<file path="config.mk">
export PLATFORM = sky130hd
export DESIGN_NAME = smpr_regs
export DESIGN_NICKNAME = d
export VERILOG_FILES = /design/src/smpr_pkg.sv /design/src/smpr_regs.sv
export SDC_FILE = /design/constraint.sdc
export NUM_CORES = 1
export LEC_CHECK = 0
export BUFFER_PORTS_ARGS = -buffer_cell sky130_fd_sc_hd__buf_2
export CAP_MARGIN = 10
export CORE_MARGIN = 2
export CORE_UTILIZATION = 64
export CTS_BUF_LIST = sky130_fd_sc_hd__clkbuf_16
export DETAILED_ROUTE_END_ITERATION = 8
export PLACE_DENSITY_LB_ADDON = 0.2
export SYNTH_ARGS = -nofsm -noshare
export SYNTH_HDL_FRONTEND = slang
export SYNTH_SLANG_ARGS = --single-unit
export TNS_END_PERCENT = 50
</file>
<file path="constraint.sdc">
create_clock -name ref_clk_i -period 7.05 [get_ports ref_clk_i]
set_clock_uncertainty 0.05 [all_clocks]
set_input_delay 0.3525 -clock ref_clk_i [delete_from_list [all_inputs] [get_ports ref_clk_i]]
set_output_delay 0.3525 -clock ref_clk_i [all_outputs]
set_load 0.005 [all_outputs]
</file>
<file path="src/smpr_pkg.sv">
/*
  package for the signal monitor peak/result register slice: offsets, field
  positions, reset values and widths.
  assumes a byte-wide register port with 10-bit addresses.
*/
package smpr_pkg;

  // ****************************************
  // register map
  // ****************************************
  localparam int ADDR_W = 10;
  localparam logic [9:0] OFS_PERIOD_BYTE0 = 10'h271;
  localparam logic [9:0] OFS_PERIOD_BYTE1 = 10'h272;
  localparam logic [9:0] OFS_PERIOD_BYTE2 = 10'h273;
  localparam logic [9:0] OFS_RESULT_CONTROL = 10'h274;
  localparam logic [9:0] OFS_RESULT_BYTE0 = 10'h275;

  // ****************************************
  // fields and reset values
  // ****************************************
  localparam int CTRL_UPDATE_BIT = 4;
  localparam int CTRL_SELECT_BIT = 0;
  localparam logic [7:0] RST_PERIOD_BYTE0 = 8'h80;
  localparam logic [7:0] RST_PERIOD_BYTE1 = 8'h00;
  localparam logic [7:0] RST_PERIOD_BYTE2 = 8'h00;
  localparam logic [7:0] RST_RESULT_CONTROL = 8'h01;
  localparam int PERIOD_W = 24;
  localparam int PEAK_W = 13;
  localparam int RESULT_W = 20;
  localparam int PEAK_LSB = 7;

endpackage : smpr_pkg

</file>
<file path="src/smpr_regs.sv">
/*
  signal monitor register slice: 24-bit period, result control with
  self-clearing update and source select, peak detector and low result byte.
  assumes ref_clk_i is the decimated output clock, peak_mag_i is synchronous
  magnitude data, and a single-cycle strobe register port.
  limitation: an update copies the peak of the last completed period, never
  the period still running, so a fresh value needs one full period first.
*/
// How it works
// period is 24 bits in output clocks; bytes 1 and 2 reset to zero
// writing one to control bit 4 snapshots results; the bit self-clears
// control bit 0 selects source; one means peak detector; resets to 0x01
// peak source puts 13-bit peak in result 19:7, zeros in 6:0
// result registers are read-only and change only on an update request
// peak tracks maximum per period and restarts when the period expires
`timescale 1ns/1ps

module smpr_regs
  import smpr_pkg::*;
#(
  parameter int PEAK_WIDTH = PEAK_W
)
(
  input wire logic ref_clk_i,
  input wire logic nrst_i,
  input wire logic [smpr_pkg::ADDR_W-1:0] addr_i,
  input wire logic [7:0] wdata_i,
  input wire logic wr_i,
  input wire logic rd_i,
  output logic [7:0] rdata_o,
  input wire logic [PEAK_WIDTH-1:0] peak_mag_i,
  input wire logic peak_en_i,
  output logic [smpr_pkg::RESULT_W-1:0] result_o,
  output logic period_done_o
);
  import smpr_pkg::*;

  // ****************************************
  // state
  // ****************************************
  typedef struct packed {
    logic [7:0] period0;
    logic [7:0] period1;
    logic [7:0] period2;
    logic select;
    logic update;
    logic [PERIOD_W-1:0] count;
    logic [PEAK_WIDTH-1:0] peak;
    logic [PEAK_WIDTH-1:0] peak_held;
    logic [RESULT_W-1:0] result;
    logic [7:0] rdata;
    logic done;
  } smpr_state_s;

  smpr_state_s r;
  smpr_state_s next_r;

  function automatic logic [RESULT_W-1:0] smpr_pack_result(
    input logic sel,
    input logic [PEAK_WIDTH-1:0] pk
  );
    logic [RESULT_W-1:0] v;
    v = '0;
    if (sel)
    begin
      v[PEAK_LSB +: PEAK_WIDTH] = pk;
    end
    return v;
  endfunction : smpr_pack_result

  // ****************************************
  // helpers
  // ****************************************
  // the tracker compares magnitudes both inside and at the end of a period
  function automatic logic [PEAK_WIDTH-1:0] smpr_larger(
    input logic [PEAK_WIDTH-1:0] a,
    input logic [PEAK_WIDTH-1:0] b
  );
    logic [PEAK_WIDTH-1:0] m;
    m = b;
    if (a > b)
    begin
      m = a;
    end
    return m;
  endfunction : smpr_larger

  // a disabled detector sees silence, so its held peak decays to zero
  function automatic logic [PEAK_WIDTH-1:0] smpr_gate(
    input logic en,
    input logic [PEAK_WIDTH-1:0] pk
  );
    logic [PEAK_WIDTH-1:0] m;
    m = '0;
    if (en)
    begin
      m = pk;
    end
    return m;
  endfunction : smpr_gate

  // the three period bytes form one length, used as soon as a byte is written
  function automatic logic [PERIOD_W-1:0] smpr_period_of(
    input smpr_state_s s
  );
    logic [PERIOD_W-1:0] p;
    p = {s.period2, s.period1, s.period0};
    return p;
  endfunction : smpr_period_of

  // zero and one both end a period every cycle; the compare is >= so a
  // period shrunk below the running count ends at once instead of wrapping
  function automatic logic smpr_period_end(
    input logic [PERIOD_W-1:0] cnt,
    input logic [PERIOD_W-1:0] len
  );
    logic hit;
    hit = 1'b0;
    if (len == '0)
    begin
      hit = 1'b1;
    end
    else if (cnt >= len - 24'h000001)
    begin
      hit = 1'b1;
    end
    return hit;
  endfunction : smpr_period_end

  // the counter restarts at zero when a period ends
  function automatic logic [PERIOD_W-1:0] smpr_count_next(
    input logic [PERIOD_W-1:0] cnt,
    input logic hit
  );
    logic [PERIOD_W-1:0] c;
    c = '0;
    if (!hit)
    begin
      c = cnt + 24'h000001;
    end
    return c;
  endfunction : smpr_count_next

  function automatic logic [7:0] smpr_ctrl_image(
    input logic upd,
    input logic sel
  );
    logic [7:0] b;
    b = 8'h00;
    b[CTRL_UPDATE_BIT] = upd;
    b[CTRL_SELECT_BIT] = sel;
    return b;
  endfunction : smpr_ctrl_image

  // unmapped addresses read as zero
  function automatic logic [7:0] smpr_read_byte(
    input smpr_state_s s,
    input logic [ADDR_W-1:0] a
  );
    logic [7:0] b;
    b = 8'h00;
    case (a)
      OFS_PERIOD_BYTE0:
      begin
        b = s.period0;
      end
      OFS_PERIOD_BYTE1:
      begin
        b = s.period1;
      end
      OFS_PERIOD_BYTE2:
      begin
        b = s.period2;
      end
      OFS_RESULT_CONTROL:
      begin
        b = smpr_ctrl_image(s.update, s.select);
      end
      OFS_RESULT_BYTE0:
      begin
        b = s.result[7:0];
      end
      default:
      begin
        b = 8'h00;
      end
    endcase
    return b;
  endfunction : smpr_read_byte

  // the result byte is read-only, so a write to it falls into the default
  function automatic smpr_state_s smpr_apply_write(
    input smpr_state_s s,
    input logic [ADDR_W-1:0] a,
    input logic [7:0] d
  );
    smpr_state_s n;
    n = s;
    case (a)
      OFS_PERIOD_BYTE0:
      begin
        n.period0 = d;
      end
      OFS_PERIOD_BYTE1:
      begin
        n.period1 = d;
      end
      OFS_PERIOD_BYTE2:
      begin
        n.period2 = d;
      end
      OFS_RESULT_CONTROL:
      begin
        n.select = d[CTRL_SELECT_BIT];
        n.update = d[CTRL_UPDATE_BIT];
      end
      default:
      begin
        n = s;
      end
    endcase
    return n;
  endfunction : smpr_apply_write

  // ****************************************
  // next state
  // ****************************************
  always_comb
  begin
    logic [PERIOD_W-1:0] period;
    logic expire;
    logic [PEAK_WIDTH-1:0] mag;
    period = smpr_period_of(r);
    expire = smpr_period_end(r.count, period);
    mag = smpr_gate(peak_en_i, peak_mag_i);
    next_r = r;

    // pulses and the update request live for one cycle only
    next_r.done = 1'b0;
    next_r.update = 1'b0;
    next_r.count = smpr_count_next(r.count, expire);

    // peak tracking restarts at each period end; the finished peak is held
    if (expire)
    begin
      next_r.peak_held = smpr_larger(mag, r.peak);
      next_r.peak = '0;
      next_r.done = 1'b1;
    end
    else
    begin
      next_r.peak = smpr_larger(mag, r.peak);
    end

    // the snapshot uses the held peak so a read never sees a partial period
    if (r.update)
    begin
      next_r.result = smpr_pack_result(r.select, r.peak_held);
    end

    // writes land after the self-clear, so a repeated update keeps bit 4 set
    if (wr_i)
    begin
      next_r = smpr_apply_write(next_r, addr_i, wdata_i);
    end

    // read data stand for one cycle only, then fall back to zero
    next_r.rdata = 8'h00;
    if (rd_i)
    begin
      next_r.rdata = smpr_read_byte(r, addr_i);
    end
  end

  // ****************************************
  // registers
  // ****************************************
  always_ff @(posedge ref_clk_i or negedge nrst_i)
  begin
    if (!nrst_i)
    begin
      r.period0 <= RST_PERIOD_BYTE0;
      r.period1 <= RST_PERIOD_BYTE1;
      r.period2 <= RST_PERIOD_BYTE2;
      r.select <= RST_RESULT_CONTROL[CTRL_SELECT_BIT];
      r.update <= RST_RESULT_CONTROL[CTRL_UPDATE_BIT];
      r.count <= '0;
      r.peak <= '0;
      r.peak_held <= '0;
      r.result <= '0;
      r.rdata <= 8'h00;
      r.done <= 1'b0;
    end
    else
    begin
      r <= next_r;
    end
  end

  // ****************************************
  // outputs
  // ****************************************
  assign rdata_o = r.rdata;
  assign result_o = r.result;
  assign period_done_o = r.done;

endmodule : smpr_regs

</file>
-- Word level (Yosys, flattened, before mapping)
Index checks and enable logic that the tools add are counted.
- output and inout port bits: 29
- input bits: 36
- register bits: 105
- equality and inequality tests: 5
- add/sub/neg operators: 2
- muxes and demuxes: 14
- order comparisons: 2
- reduce and logical (&&, ||, !) cells: 5
- operators by type and width (operator ; number):
    $mux W80 ; 1
    $mux W13 ; 5
    $eq A10 B10 Y1 const B ; 5
    $pmux W8 S5 ; 1
    $add A24 B1 Y24 const B ; 1
    $ge A24 B24 Y1 ; 1
    $logic_not A24 Y1 ; 1
    $mux W24 ; 1
    $sub A24 B1 Y24 const B ; 1
    $mux W20 ; 1
    $gt A13 B13 Y1 ; 1
    $mux W8 ; 1
    $reduce_and A2 Y1 ; 4
    $mux W1 ; 4

-- Depth between registers and ports, before layout
- depth after elaboration: 6
- gate-level depth with buffers: 15
- gate-level depth less buffers: 13

-- Least setup slack after synthesis
Ideal clock, no wire load.
- kind: register to register
- start point: register r[102] (netlist name)
- end point: register r[39] (netlist name)
- path buffers: 2
- arrival time: 3289 ps
- library setup time: 129 ps
- setup slack: 3581 ps
- stages on the path, launching flop included: 15
- data required time: 6871 ps
- cells stage by stage: dfrtp_1 -> or4_4 -> nor3_4 -> nand2_2 -> or3_4 -> nand2b_1 -> xor2_1 -> ha_1 -> and4_1 -> a221oi_1 -> nand3_1 -> a31o_1 -> buf_4 -> buf_4 -> mux2i_1
- word-level cells in the longest chain between the ends: 6
- elaborated cells between the ends (all ways): 7
- classes of those cells: add/sub (1); order compare (1); mux (4); reduce/logical (1)
- ends and longest elaborated chain (item ; RTL line ; text):
    start, declared ; smpr_regs.sv:55 ; smpr_state_s r;
    start signal, assigned ; smpr_regs.sv:296 ; r <= next_r;
    $sub A24 B1 Y24 ; smpr_regs.sv:123 ; else if (cnt >= len - 24'h000001)
    $ge A24 B24 Y1 ; smpr_regs.sv:123 ;
    $mux W1 ; smpr_regs.sv:123 ;
    $mux W1 (*) ; smpr_regs.sv:119 ; if (len == '0)
    $mux W13 (*) ; smpr_regs.sv:244 ; if (expire)
    $mux W80 (*) ; smpr_regs.sv:262 ; if (wr_i)
Every way passes the cells marked *; elsewhere a longest branch is shown, timed or not.
A chain may end at the register's enable or synchronous reset.

-- Final worst setup path
- start point: register r[102] (netlist name)
- end point: register r[30] (netlist name)
Same word-level chain as after synthesis.

==> results_dict.tcl <==
set metrics [dict create \
    status "finished, final reports clean" \
    ant_nets 0 \
    synthTopCellsByCount "dfrtp_1, nor2_1, inv_1" \
    r2r_cells 14 \
    core_area_sq_um 8680 \
    maxCapViolCount 0 \
    first_pass_iters 5 \
    tns_ps 0 \
    io_pins 65 \
    antenna_found_initial 0 \
    fin_crit_sh_pct 56.5 \
    yosysMostFrequentCell "dfrtp_1" \
    finish.net_count 686 \
    criticalPathCategory "register to register" \
    rsz0062_at_grt "no" \
    diodes 0 \
    overflow 0 \
    core.rowCount 34 \
    grt_pass1_vias 4197 \
    ys_ff_latch 98 \
    synth_edf_count 0 \
    hold_viol 0 \
    avgRoutedWirePerCell_microns 16.6 \
    vias 4216 \
    worstMarginPinSlew_ps 782 \
    synth_top_area_share_pct 42.1 \
    grt_pass1_wl_microns 20000 \
    clockBufferDepth 2 \
    grt_max_degree 61 \
    yosysSeqAreaShare_pct 43.0 \
    crit_start "r[102]$_DFFE_PN0P_" \
    start_util_pct 65.8 \
    ctsHoldBuffers 1 \
    yosys-top-cells-area "dfrtp_1, ha_1, mux2_2" \
    p_leak_nw 3.17 \
    drt-total-wl_microns 12000 \
    synth_cell_type_count 51 \
    crit_fanout 40 \
    finalCriticalPeriod_ps 3980 \
    cts_made_buffers 9 \
    drv_slew 0 \
    hold_path_depth 2 \
    crit_slowest_cell "or4_4" \
    hp-class "input pin to register" \
    cts_num_sinks 98 \
    synth_largest_area_cell "dfrtp_1" \
    r2r_start "r[102]$_DFFE_PN0P_" \
    avgViaCountPerCell 5.83 \
    ys.flop_type "dfrtp_1" \
    yosys_warnings 0 \
    die_x_microns 98.5 \
    drc_errors 0 \
    syn_avg_cell_area_sq_um 9.95 \
    post_cts_resized 0 \
    drtIter0Drc 241 \
    die_area_sq_um 9690 \
    grtUsageTotal_pct 25.9 \
    crit_arrival_ps 4200 \
    ir_drop_mv 0.127 \
    insertion_delay_ps 350 \
    dpl_cell_area_sq_um 5880 \
    io_buffers 57 \
    root_buffer "clkbuf_16" \
    tritoncts "built" \
    die_height_microns 98.5 \
    setup_viol 0 \
    synthArstFlopShare_pct 100 \
    fmax_mhz 251 \
    crit_path_end_kind "register" \
    design_area_sq_um 6210 \
    cts_setup_buffers 0 \
    pwr_density_cell_nw_per_um2 210 \
    cp_slowest_stage_delay_ps 590 \
    crit_required_ps 7270 \
    dpl.hpwl_microns 8770 \
    min_from "wdata_i[4]" \
    synth_area_sq_um 5710 \
    drive_gt1_share_pct 18.7 \
    h-tree-depth 3 \
    relSlewSlack_pct 47.8 \
    num-fill-cells 649 \
    cp-start-kind "register" \
    routabilityCongestion 0.889 \
    syn2layout_area_growth_pct 8.81 \
    clkSlewWorstSetupHoldPaths_ps 80 \
    syn_inst 574 \
    path_cells "or4_4, nor3_4, nand2_2, or3_4, nand2b_1, xor2_1, ha_1, nand4_1, nor3_1, o221ai_1, nand3_1, a31o_2, buf_12, mux2i_1" \
]
[registers in the layout, summed over array words and instances (netlist names)]
register,cells
rdata_o,8
period_done_o,1
r,76
result_o,13
[worst paths after layout]
path	end	slack [ps]
min in group asynchronous	r[71]$_DFF_PN0_	460
worst max-delay path	r[30]$_DFFE_PN0P_	3070
worst min-delay path	r[93]$_DFFE_PN0P_	200
worst min register to register	result_o[18]$_DFFE_PN0P_	460
max in group asynchronous	r[53]$_DFF_PN0_	5390
worst max register to register	r[30]$_DFFE_PN0P_	3070
[worst max-delay path: cells and delay by family (launching register included)]
kind                     cells  cell delay, ps
adder cells (fa/ha/maj)      1             320
buffers and inverters        1             270
flip-flops                   1             430
XOR/XNOR                     1             150
multiplexers                 1             240
AO/OA/AOI/OAI                2             460
AND/OR/NAND/NOR              8            1950
[through the flow]
stage / util [%] / worst slack, ps / hold WS, ps / instances / power (mW)
global route: 71.6 / 2780 / 223 / 723 / 1.36
finish: 71.6 / 3070 / 203 / 723 / 1.31
floorplan: - / 3580 / 6.91 / 580 / 0.768
global placement: 67.8 / 2890 / 299 / 705 / 0.812
CTS: 71.4 / 2660 / 202 / 722 / 1.30
detailed placement: 67.8 / 2670 / 304 / 705 / 0.823
[cell families after synthesis]
| family | share of synthesized area, % |
|---|---|
| AOI/OAI and AO/OA | 6.64 |
| xor gates and xnor gates | 6.75 |
| adders and majority gates | 8.76 |
| buffers and inverters | 8.24 |
| DFF | 43.0 |
| muxes | 9.31 |
| other | 0.0657 |
| and+or+nand+nor | 17.2 |
[routing by layer]
layer	share of wire (%)	up-vias	global-route usage, %	routed length (microns)
li1	-	2006	-	-
met1	42	2026	33.6	5030
met2	50	162	43.7	6000
met3	6.0	22	4.47	724
met4	2.1	0	10.2	254
met5	0	-	0	0
[cell type report]
class | count | area [sq um] | share of cell area, %
inverters | 49 | 184 | 2.96
clock inverters | 7 | 73.8 | 1.19
repair buffers | 61 | 333 | 5.36
clock buffers | 9 | 225 | 3.62
multi-input cells | 391 | 2810 | 45.2
well taps | 108 | 135 | 2.17
flip-flops and latches | 98 | 2450 | 39.5
[cell usage in the layout (no fill, tap or decap), drive strengths merged, types with 17 or more instances in the layout]
cell type	n
xnor2	24
o21ai	20
mux2i	25
nand3	31
xor2	20
inv	52
nand2	35
mux2	25
nor2	59
buf	60
ha	40
dfrtp	96
a21oi	17
[power by group]
| group | leakage [nW] | switching (mW) | total, mW | internal [mW] |
|---|---|---|---|---|
| Sequential | 1.35 | 0.0166 | 0.601 | 0.584 |
| Combinational | 1.68 | 0.128 | 0.218 | 0.0898 |
| Clock | 0.147 | 0.237 | 0.487 | 0.251 |
(Power assumes the default switching activity.)
